$ cat src/verilog/blk_pkg.sv
package blk_pkg;

    // ------------------------------------------------------------------
    // Register map
    // ------------------------------------------------------------------
    localparam logic [7:0] ADDR_CTRL = 8'h00;
    localparam logic [7:0] ADDR_STAT = 8'h04;
    localparam logic [7:0] ADDR_LOCK = 8'h08;

    // Control register bit positions.
    localparam int CTRL_SERR_EN = 0;
    localparam int CTRL_MABT_MODE = 1;
    localparam int CTRL_MTO_SERR_EN = 2;

    // Status register bit positions, write one to clear.
    localparam int STAT_SIG_SERR = 0;
    localparam int STAT_TABT_SIG = 1;
    localparam int STAT_TABT_RCV = 2;
    localparam int STAT_MABT_RCV = 3;

    localparam logic [2:0] CTRL_RESET = 3'h0;
    localparam logic [3:0] STAT_RESET = 4'h0;

    // Request drop after retry, disconnect or abort, in clocks.
    localparam logic [1:0] REQ_HOLDOFF = 2'h2;

    // AXI responses.
    localparam logic [1:0] RESP_OKAY = 2'h0;
    localparam logic [1:0] RESP_SLVERR = 2'h2;

    // Parking values for the primary address, command and parity lines.
    localparam logic [31:0] PARK_AD = 32'h0000_0000;
    localparam logic [3:0] PARK_CBE = 4'h0;

    // Lock-sequence state.
    typedef enum logic [1:0] {
        BLK_UNLOCKED = 2'b00,
        BLK_PENDING = 2'b01,
        BLK_HELD = 2'b10
    } blk_lock_t;

    // Captured locked request.
    typedef struct packed {
        logic [31:0] addr;
        logic [3:0] cmd;
        logic [3:0] be;
        logic par;
    } blk_req_t;

    // Synchroniser stages for one pin input bundle.
    typedef struct packed {
        logic [2:0] frame;
        logic [2:0] lock;
        logic [2:0] gnt;
    } blk_sync_t;

endpackage : blk_pkg

$ cat src/verilog/blk_lock_ctl.sv
`timescale 1ns/1ps
`default_nettype none

module blk_lock_ctl
    import blk_pkg::*;
(
    input wire logic clk_sys, // 125 MHz system clock.
    input wire logic nrst, // Synchronous active-low reset.
    // AXI4-Lite slave.
    input wire logic [7:0] awaddr, // Write address.
    input wire logic awvalid, // Write address valid.
    output logic awready, // Write address ready.
    input wire logic [31:0] wdata, // Write data.
    input wire logic [3:0] wstrb, // Write byte strobes.
    input wire logic wvalid, // Write data valid.
    output logic wready, // Write data ready.
    output logic [1:0] bresp, // Write response.
    output logic bvalid, // Write response valid.
    input wire logic bready, // Write response ready.
    input wire logic [7:0] araddr, // Read address.
    input wire logic arvalid, // Read address valid.
    output logic arready, // Read address ready.
    output logic [31:0] rdata, // Read data.
    output logic [1:0] rresp, // Read response.
    output logic rvalid, // Read data valid.
    input wire logic rready, // Read data ready.
    // Primary pins.
    input wire logic primFrameN, // Primary frame, active low.
    input wire logic primLockN, // Primary lock, active low.
    input wire logic primGntN, // Primary grant, active low.
    output logic primReqN, // Primary request, active low.
    output logic primStart, // Begin primary transaction; high while request and registered grant are both on.
    output logic [31:0] primAdOut, // Parked address/data value.
    output logic [3:0] primCbeOut, // Parked command/byte enables.
    output logic primParOut, // Parked parity.
    output logic primParkOe, // Drive parked lines.
    output logic sysErrN, // System error, active low.
    // Primary target decode from the transaction engine.
    input wire logic lockedReqHit, // Locked request for downstream target seen.
    input wire logic [31:0] reqAddr, // Address of current primary request.
    input wire logic [3:0] reqCmd, // Command of current primary request.
    input wire logic [3:0] reqBe, // Byte enables of current primary request.
    input wire logic reqPar, // Parity of current primary request.
    input wire logic reqIsRead, // Current request is a read.
    input wire logic reqIsPosted, // Current request is a posted memory write.
    input wire logic crossReq, // Any other cross-bridge request seen.
    input wire logic repeatHit, // Locked repeat of a delayed request seen.
    output logic termRetry, // Answer current primary request with retry.
    output logic termTabort, // Answer current primary request with target abort.
    output logic repeatDeliver, // Deliver read data for the locked repeat.
    output logic queueAccept, // Entry may be queued downstream.
    output logic prefetchOk, // Prefetch permitted for memory reads.
    output logic postOk, // Posting permitted for memory writes.
    output blk_req_t lockedReq, // Captured locked request.
    // Secondary side.
    input wire logic secLockN, // Secondary lock, active low.
    input wire logic secIdle, // Secondary bus idle.
    input wire logic lockedAtHead, // Locked read at queue head, older work done.
    input wire logic secDataDone, // Data transfer of the locked read completed.
    input wire logic secRetry, // Target retry on a locked secondary transaction.
    input wire logic secTabort, // Target abort on a locked secondary transaction.
    input wire logic secMabort, // Master abort on a locked secondary transaction.
    input wire logic secPostedEnd, // Locked posted write finished on secondary.
    input wire logic masterTimeout, // Delayed request discard timer expired.
    output logic secReq, // Request secondary bus for the locked read.
    output logic secLockOutN, // Downstream lock drive, active low.
    output logic secLockForward, // Forward locked transactions locked.
    output logic discardLocked, // Pulse: drop locked read and data.
    output logic upLocked, // Upstream forwards as locked, always low.
    // Upstream queue state.
    input wire logic upPostedPend, // Upstream posted write pending.
    input wire logic upPostedSel, // Downstream target select for posted write.
    input wire logic upDelayedHead, // Delayed request fully queued at head.
    input wire logic primTermRetry // Retry, disconnect or abort on primary master.
);

    // ------------------------------------------------------------------
    // State
    // ------------------------------------------------------------------
    typedef struct packed {
        blk_sync_t sync;
        logic frameF;
        logic lockF;
        logic gntF;
        blk_lock_t lockSt;
        logic firstDone;
        logic abortPend;
        logic lastPosted;
        logic secHeld;
        blk_req_t req;
        logic [2:0] ctrl;
        logic [3:0] stat;
        logic postSeen;
        logic [1:0] holdCnt;
        logic reqOn;
        logic gntPrev;
        logic parkPar;
        logic serrOut;
        logic awHave;
        logic wHave;
        logic [7:0] awAddr;
        logic [31:0] wData;
        logic [3:0] wStrb;
        logic bValid;
        logic [1:0] bResp;
        logic rValid;
        logic [31:0] rData;
        logic [1:0] rResp;
    } blk_state_t;

    blk_state_t s_q;
    blk_state_t s_d;

    logic frameN;
    logic lockN;
    logic gntN;
    logic relSeen;
    logic serrEvt;
    logic wrFire;
    logic [3:0] statClr;

    // Change on a pin input counts once the second and third stages agree.
    function automatic logic agreed(input logic [2:0] st, input logic prev);
        agreed = (st[1] == st[2]) ? st[2] : prev;
    endfunction : agreed

    function automatic logic parity36(input logic [31:0] ad, input logic [3:0] cbe);
        parity36 = ^{ad, cbe};
    endfunction : parity36

    // ------------------------------------------------------------------
    // Next state
    // ------------------------------------------------------------------
    // Filtered pin levels live in the state, so nothing but stage two reads stage one.
    assign frameN = s_q.frameF;
    assign lockN = s_q.lockF;
    assign gntN = s_q.gntF;

    always_comb
    begin
        s_d = s_q;
        serrEvt = 1'b0;
        relSeen = 1'b0;
        wrFire = 1'b0;
        statClr = 4'h0;
        s_d.sync.frame = {s_q.sync.frame[1:0], primFrameN};
        s_d.sync.lock = {s_q.sync.lock[1:0], primLockN};
        s_d.sync.gnt = {s_q.sync.gnt[1:0], primGntN};
        s_d.frameF = agreed(s_q.sync.frame, s_q.frameF);
        s_d.lockF = agreed(s_q.sync.lock, s_q.lockF);
        s_d.gntF = agreed(s_q.sync.gnt, s_q.gntF);

        // Lock sequence.
        unique case (s_q.lockSt)
            BLK_UNLOCKED:
            begin
                if (lockedReqHit && reqIsRead)
                begin
                    s_d.lockSt = BLK_PENDING;
                    s_d.req = '{addr: reqAddr, cmd: reqCmd, be: reqBe, par: reqPar};
                    s_d.firstDone = 1'b0;
                    s_d.secHeld = 1'b0;
                end
            end
            BLK_PENDING:
            begin
                if (secDataDone)
                    s_d.secHeld = 1'b1;
                if (secTabort || secMabort)
                begin
                    s_d.abortPend = 1'b1;
                    s_d.secHeld = 1'b0;
                end
                else if (secRetry && !s_q.firstDone)
                    s_d.secHeld = 1'b0;
                if (masterTimeout)
                begin
                    s_d.lockSt = BLK_UNLOCKED;
                    s_d.secHeld = 1'b0;
                    serrEvt = s_q.ctrl[CTRL_MTO_SERR_EN];
                end
                else if (repeatHit && s_q.abortPend)
                begin
                    s_d.lockSt = BLK_UNLOCKED;
                    s_d.abortPend = 1'b0;
                end
                else if (repeatHit && s_q.secHeld)
                begin
                    s_d.lockSt = BLK_HELD;
                    s_d.firstDone = 1'b1;
                end
            end
            BLK_HELD:
            begin
                if (secTabort || secMabort)
                    s_d.abortPend = !reqIsPosted;
                if (repeatHit)
                begin
                    s_d.abortPend = 1'b0;
                    s_d.lastPosted = 1'b0;
                end
                if (reqIsPosted && lockedReqHit)
                    s_d.lastPosted = 1'b1;
                if (secPostedEnd && s_q.lastPosted && lockN)
                    relSeen = 1'b1;
                if (!s_q.lastPosted && lockN && frameN)
                    relSeen = 1'b1;
                if (relSeen)
                begin
                    s_d.lockSt = BLK_UNLOCKED;
                    s_d.secHeld = 1'b0;
                    s_d.lastPosted = 1'b0;
                end
            end
            default: s_d.lockSt = BLK_UNLOCKED;
        endcase

        // Locked posted write aborts cannot be reported back upstream.
        if (s_q.lockSt == BLK_HELD && s_q.lastPosted && (secTabort || (secMabort && s_q.ctrl[CTRL_MABT_MODE])))
            serrEvt = 1'b1;

        // Register bus: write address and data taken in either order.
        if (awvalid && !s_q.awHave)
        begin
            s_d.awHave = 1'b1;
            s_d.awAddr = awaddr;
        end
        if (wvalid && !s_q.wHave)
        begin
            s_d.wHave = 1'b1;
            s_d.wData = wdata;
            s_d.wStrb = wstrb;
        end
        if (s_q.awHave && s_q.wHave && !s_q.bValid)
        begin
            wrFire = 1'b1;
            s_d.awHave = 1'b0;
            s_d.wHave = 1'b0;
            s_d.bValid = 1'b1;
            s_d.bResp = RESP_OKAY;
            unique case (s_q.awAddr)
                ADDR_CTRL: if (s_q.wStrb[0]) s_d.ctrl = s_q.wData[2:0];
                ADDR_STAT: if (s_q.wStrb[0]) statClr = s_q.wData[3:0];
                ADDR_LOCK: ;
                default: s_d.bResp = RESP_SLVERR;
            endcase
        end
        if (s_q.bValid && bready)
            s_d.bValid = 1'b0;
        if (arvalid && !s_q.rValid)
        begin
            s_d.rValid = 1'b1;
            s_d.rResp = RESP_OKAY;
            unique case (araddr)
                ADDR_CTRL: s_d.rData = {29'h0, s_q.ctrl};
                ADDR_STAT: s_d.rData = {28'h0, s_q.stat};
                ADDR_LOCK: s_d.rData = {28'h0, s_q.secHeld, s_q.abortPend, s_q.lockSt};
                default:
                begin
                    s_d.rData = 32'h0;
                    s_d.rResp = RESP_SLVERR;
                end
            endcase
        end
        if (s_q.rValid && rready)
            s_d.rValid = 1'b0;

        // System error gated by its enable; set wins over a status clear.
        s_d.serrOut = serrEvt && s_q.ctrl[CTRL_SERR_EN];
        s_d.stat = s_q.stat & ~statClr;
        if (serrEvt && s_q.ctrl[CTRL_SERR_EN])
            s_d.stat[STAT_SIG_SERR] = 1'b1;
        if (repeatHit && s_q.abortPend)
            s_d.stat[STAT_TABT_SIG] = 1'b1;
        if (s_q.lockSt != BLK_UNLOCKED && secTabort)
            s_d.stat[STAT_TABT_RCV] = 1'b1;
        if (s_q.lockSt != BLK_UNLOCKED && secMabort)
            s_d.stat[STAT_MABT_RCV] = 1'b1;

        // Primary request; a seen select sticks while the write pends, so the request returns after a holdoff.
        s_d.postSeen = upPostedPend && (upPostedSel || s_q.postSeen);
        if (primTermRetry)
            s_d.holdCnt = REQ_HOLDOFF;
        else if (s_q.holdCnt != 2'h0)
            s_d.holdCnt = s_q.holdCnt - 2'h1;
        s_d.reqOn = (s_d.postSeen || upDelayedHead)
            && !primTermRetry && (s_q.holdCnt <= 2'h1);
        s_d.gntPrev = !gntN;
        s_d.parkPar = parity36(PARK_AD, PARK_CBE);
    end

    always_ff @(posedge clk_sys)
    begin
        if (!nrst)
        begin
            s_q <= '0;
            s_q.sync <= '1;
            {s_q.frameF, s_q.lockF, s_q.gntF} <= 3'h7;
            s_q.lockSt <= BLK_UNLOCKED;
            s_q.ctrl <= CTRL_RESET;
            s_q.stat <= STAT_RESET;
        end
        else
            s_q <= s_d;
    end

    // ------------------------------------------------------------------
    // Outputs
    // ------------------------------------------------------------------
    // Responses and the lock drive come straight from state flops.
    assign awready = !s_q.awHave;
    assign wready = !s_q.wHave;
    assign bvalid = s_q.bValid;
    assign bresp = s_q.bResp;
    assign arready = !s_q.rValid;
    assign rvalid = s_q.rValid;
    assign rdata = s_q.rData;
    assign rresp = s_q.rResp;

    assign lockedReq = s_q.req;
    assign termRetry = (lockedReqHit && s_q.lockSt == BLK_UNLOCKED)
        || (crossReq && s_q.lockSt == BLK_PENDING)
        || (repeatHit && s_q.lockSt == BLK_PENDING && !s_q.secHeld && !s_q.abortPend);
    assign termTabort = repeatHit && s_q.abortPend;
    assign repeatDeliver = repeatHit && s_q.lockSt == BLK_PENDING && s_q.secHeld && !s_q.abortPend;
    assign queueAccept = s_q.lockSt != BLK_PENDING;
    assign prefetchOk = s_q.lockSt == BLK_UNLOCKED;
    assign postOk = 1'b1;
    assign secReq = s_q.lockSt == BLK_PENDING && lockedAtHead && !s_q.secHeld
        && (secLockN && secIdle);
    assign secLockOutN = !s_q.secHeld;
    assign secLockForward = s_q.lockSt == BLK_HELD;
    assign discardLocked = masterTimeout && s_q.lockSt == BLK_PENDING;
    assign upLocked = 1'b0;

    assign primReqN = !s_q.reqOn;
    assign primStart = s_q.reqOn && s_q.gntPrev;
    assign primParkOe = s_q.gntPrev && !s_q.reqOn && frameN;
    assign primAdOut = PARK_AD;
    assign primCbeOut = PARK_CBE;
    assign primParOut = s_q.parkPar;
    assign sysErrN = !s_q.serrOut;

    // ------------------------------------------------------------------
    // Checks
    // ------------------------------------------------------------------
    a_serr_gated: assert property (@(posedge clk_sys) disable iff (!nrst)
        !sysErrN |-> $past(s_q.ctrl[CTRL_SERR_EN]) && s_q.stat[STAT_SIG_SERR])
        else $error("System error raised without enable or status.");
    a_req_holdoff: assert property (@(posedge clk_sys) disable iff (!nrst)
        primTermRetry |=> primReqN [*2])
        else $error("Request not dropped for two clocks after retry.");
    a_lock_release: assert property (@(posedge clk_sys) disable iff (!nrst)
        (s_q.lockSt == BLK_HELD && !s_q.lastPosted && lockN && frameN) |=> secLockOutN)
        else $error("Downstream lock not released after upstream release.");
    a_timeout_drop: assert property (@(posedge clk_sys) disable iff (!nrst)
        (masterTimeout && s_q.lockSt == BLK_PENDING) |=> secLockOutN && s_q.lockSt == BLK_UNLOCKED)
        else $error("Master timeout did not drop the lock.");
    a_queue_block: assert property (@(posedge clk_sys) disable iff (!nrst)
        s_q.lockSt == BLK_PENDING |-> !queueAccept && (!crossReq || termRetry))
        else $error("Cross request accepted while locked read pending.");
    a_first_retry: assert property (@(posedge clk_sys) disable iff (!nrst)
        (lockedReqHit && reqIsRead && s_q.lockSt == BLK_UNLOCKED)
        |-> termRetry ##1 (s_q.lockSt == BLK_PENDING && s_q.req.addr == $past(reqAddr)))
        else $error("Initial locked read not captured and retried.");
    a_abort_unlock: assert property (@(posedge clk_sys) disable iff (!nrst)
        (termTabort && s_q.lockSt == BLK_PENDING) |=> s_q.lockSt == BLK_UNLOCKED && secLockOutN)
        else $error("Abort on initial locked read left a lock.");
    a_start_next: assert property (@(posedge clk_sys) disable iff (!nrst)
        (!gntN && s_d.reqOn && s_q.reqOn) |=> primStart)
        else $error("Granted request did not start next clock.");
    a_no_upstream_lock: assert property (@(posedge clk_sys) disable iff (!nrst)
        !upLocked && (!secLockForward || !secLockOutN))
        else $error("Upstream forwarded locked or lock forward without hold.");

endmodule : blk_lock_ctl

`default_nettype wire

$ cat config.mk
export PLATFORM = sky130hd
export DESIGN_NAME = blk_lock_ctl
export DESIGN_NICKNAME = d
export VERILOG_FILES = /design/src/verilog/blk_pkg.sv /design/src/verilog/blk_lock_ctl.sv
export SDC_FILE = /design/constraint.sdc
export NUM_CORES = 1
export LEC_CHECK = 0
export BUFFER_PORTS_ARGS = -buffer_cell sky130_fd_sc_hd__clkbuf_2
export CAP_MARGIN = 20
export CELL_PAD_IN_SITES_DETAIL_PLACEMENT = 0
export CELL_PAD_IN_SITES_GLOBAL_PLACEMENT = 2
export CORE_MARGIN = 5
export CORE_UTILIZATION = 24
export CTS_BUF_LIST = sky130_fd_sc_hd__clkbuf_4 sky130_fd_sc_hd__clkbuf_8 sky130_fd_sc_hd__clkbuf_16
export DETAILED_ROUTE_END_ITERATION = 6
export GPL_TIMING_DRIVEN = 0
export PLACE_DENSITY_LB_ADDON = 0.3
export SLEW_MARGIN = 20
export SYNTH_ARGS = -nofsm -noshare
export SYNTH_HDL_FRONTEND = slang
export SYNTH_SLANG_ARGS = --single-unit
$ cat constraint.sdc
create_clock -name clk_sys -period 2.36 [get_ports clk_sys]
set_input_delay 0.236 -clock clk_sys [delete_from_list [all_inputs] [get_ports clk_sys]]
set_output_delay 0.236 -clock clk_sys [all_outputs]
set_load 0.01 [all_outputs]
==> impl_metrics.py <==
metrics = {
    "clock_network": {
        "cts_max_level": 3,
        "cts_buffer_depth": 2,
        "cts_made_buffers": 9,
        "cts.sinks": 95,
        "cts_tree": "yes",
        "post_cts.repair.setup_buffers": 0,
        "path_clk_slew_ns": 0.07,
        "post_cts_resized": 0,
        "clk_latency_ns": 0.34,
        "root_buffer": "clkbuf_16",
        "holdBufCountCts": 0,
    },
    "logic_synthesis": {
        "synthAdderAreaFrac": 0.00792,
        "synth-seq-cells": 95,
        "synth_top_cell_area_share": 0.401,
        "ys_top_cells_by_area": "dfxtp_1 (40%), buf_4 (19%), nand2_1 (8.2%)",
        "synthMuxAreaShare": 0.0454,
        "synth_top_family_by_area": "buffers and inverters",
        "ys_types": 48,
        "synthFlopType": "dfxtp_1",
        "yosys.area.top_type": "dfxtp_1",
        "synth_compound_area_frac": 0.133,
        "synth_warnings": 0,
        "syn-cell-area_um2": 4740,
        "yosysSeqAreaShare": 0.401,
        "synthArstFlopShare": 0,
        "syn_inst": 552,
        "synth-xor-area-share": 0,
        "avgSynthCellArea_um2": 8.58,
        "synth_edf_count": 0,
        "synthSimpleGateAreaFrac": 0.198,
    },
    "power_and_ir_drop": {
        "p_per_area_nw_per_um2": 671,
        "intPower_mw": 3.04,
        "switching_share": 0.291,
        "comb_power_share": 0.223,
        "ir_drop_mv": 0.336,
        "total_leakage_power_nw": 3.15,
        "clockPowerShare": 0.361,
        "switchingPower_mw": 1.25,
        "pwr-share-seq": 0.417,
    },
    "global_routing": {
        "grt_use_total": 0.114,
        "first_global_vias": 3971,
        "grt_pass1_wl_um": 20400,
        "grt_max_degree": 18,
        "grt_overflow": 0,
        "antenna_found_initial": 0,
    },
    "timing": {
        "relSlewSlack": 0.600,
        "drv_slew": 0,
        "worst_pin_slew_ns": 0.601,
        "finalCriticalPeriod_ns": 1.93,
        "rsz0062_at_grt": "no",
        "fmaxAchievable_mhz": 518,
        "skew_ns": 0.00576,
        "setup-tns-final_ns": 0,
        "hold_viol": 0,
        "setup_viol": 0,
        "fin_crit_sh": 0.818,
    },
    "run_status": {
        "status": "complete, no violations",
    },
    "floorplan": {
        "dieArea_um2": 22700,
        "dieHeight_um": 151,
        "rows": 51,
        "die_w_um": 151,
        "pin_count": 255,
        "initial_core_util": 0.243,
        "core_area_um2": 19500,
    },
    "finish": {
        "postLayoutCoreUtil": 0.329,
        "antenna_cells": 0,
        "final_nets": 906,
        "drive_gt1_frac": 0.384,
        "area_growth_pct": 35.0,
    },
    "worst_setup_path": {
        "cp.arrival_ns": 2.18,
        "max_stage_delay_ns": 0.40,
        "required_ns": 2.61,
        "cp-startpoint": "s_q[143]$_SDFFE_PN0P_",
        "crit_fanout": 9,
        "crit_chain": "inv_1 > ha_1 > buf_4 > a21bo_4 > o211ai_4 > or3_1 > o41ai_2",
        "critPathLaunchType": "flop",
        "criticalPathCategory": "flop to flop",
        "slowest_stage": "dfxtp_1",
        "reg2reg_from": "s_q[143]$_SDFFE_PN0P_",
        "cp-end-kind": "flop",
    },
    "place": {
        "place_congestion": 0.762,
        "dpl.hpwl_um": 10900,
        "io_buffers": 152,
    },
    "routing": {
        "vias": 4017,
        "drtPass1Iterations": 4,
        "wire_per_inst_um": 12.6,
        "drtAntennaViolNets": 0,
        "drc_errors": 0,
        "drt_iter0_drc": 120,
        "routed_wl_um": 13200,
        "viasPerCell": 3.82,
    },
    "job": {
        "cap_violations": 0,
    },
    "hold_path": {
        "hold_path.class": "input port to flop",
        "min_from": "primGntN",
    },
}
==> critical path, delay by kind of cell, from the launching register on <==
family / cells / cell delay (ns)
compound gates: 3 / 0.57
flops: 1 / 0.40
simple gates: 1 / 0.39
buf+inv: 2 / 0.25
fa+ha+maj: 1 / 0.21
==> Yosys cell counts, drive strengths merged, types with 2 or more instances <==
master / instances
a2bb2oi: 3
dfxtp: 95
a21boi: 43
clkbuf: 17
a31oi: 2
o21ai: 14
and3: 2
conb: 2
buf: 122
nand4: 3
a21oi: 13
and2b: 3
and2: 9
inv: 11
ha: 3
mux2i: 20
nor2b: 25
or3: 2
nand3: 5
nand2b: 12
nand2: 104
nor3b: 3
nor2: 15
o211a: 2
and3b: 2
nor4: 3
==> logic make-up (layout without fill, tap and decap cells) <==
family / Yosys count / count (layout)
flops: 95 / 95
simple gates: 194 / 194
compound gates: 87 / 87
buf+inv: 150 / 318
mux: 21 / 21
other cells: 2 / 69
fa+ha+maj: 3 / 3
==> area by class of cell <==
type | count | area, µm²
fill | 2110 | 13100
multi-input combinational | 374 | 2080
sequential | 95 | 1900
buffer | 139 | 967
timing repair buffer | 152 | 761
tap | 265 | 332
clock buffer | 10 | 239
clock inverter | 6 | 75.1
inverter | 11 | 41.3
==> path summary, 6_finish.rpt <==
kind                                 to  slack (ns)  cells past startpoint
setup / recovery  s_q[139]$_SDFFE_PN0P_        0.43                      7
hold / removal      s_d[149]$_SDFF_PN1_        0.07                      2
setup reg to reg  s_q[139]$_SDFFE_PN0P_        0.43                      7
hold reg to reg     s_d[150]$_SDFF_PN1_        0.41                      1
==> metal layers <==
metal  GRT usage  vias to the layer above  share of wire
met5           0                        -              0
met4      0.0371                        0          0.012
met1       0.143                     1796           0.45
met2       0.187                      134           0.46
li1            -                     2078              -
met3      0.0364                        9          0.081
==> placed cells by master (no fill, tap or decap), types with 2 or more instances in the layout <==
cell | synthesis | layout
o211a_1 | 2 | 2
and2b_2 | 3 | 3
a21oi_1 | 13 | 13
nand4_1 | 3 | 3
nor2b_1 | 25 | 25
nand3_1 | 5 | 5
clkbuf_2 | 1 | 153
o21ai_0 | 14 | 14
and3b_1 | 2 | 2
conb_1 | 2 | 69
clkbuf_16 | 0 | 9
buf_2 | 4 | 4
clkbuf_1 | 16 | 16
nand2_1 | 104 | 104
ha_1 | 3 | 3
and2_1 | 9 | 9
a2bb2oi_1 | 3 | 3
buf_4 | 117 | 117
a21boi_0 | 36 | 36
inv_6 | 0 | 2
a21boi_1 | 7 | 7
inv_8 | 0 | 2
or3_1 | 2 | 2
inv_1 | 11 | 11
nand2b_1 | 12 | 12
a31oi_1 | 2 | 2
nor3b_1 | 3 | 3
nor4_1 | 3 | 3
nor2_1 | 15 | 15
mux2i_1 | 20 | 20
dfxtp_1 | 95 | 95
==> through the flow <==
step                      setup WS (ns)  power (mW)  hold WS (ns)  cells  cell area (µm²)
after global routing              0.239        4.55        0.0616   1052             6400
final                             0.429        4.29        0.0690   1052             6400
after global placement            0.470        2.77         0.391   1036             6080
after floorplan                   0.558        2.46         0.314    619             4990
after CTS                         0.410        4.38        0.0518   1052             6400
after detailed placement          0.425        2.79         0.393   1036             6080
==> state kept, by name, indices dropped and copies added, names as in the netlist, 4 cells and up <==
register   count
lockedReq     41
rdata          4
s_d            6
s_q           37
==> power by group through the flow <==
stage | registers, mW | clock network (mW) | logic, mW
final | 1.79 | 1.55 | 0.955
after global routing | 1.80 | 1.68 | 1.07
after CTS | 1.79 | 1.62 | 0.971
after detailed placement | 1.82 | 0 | 0.968
after global placement | 1.82 | 0 | 0.954
after floorplan | 1.80 | 0 | 0.658
No activity file was read; power rests on OpenSTA's default activity.
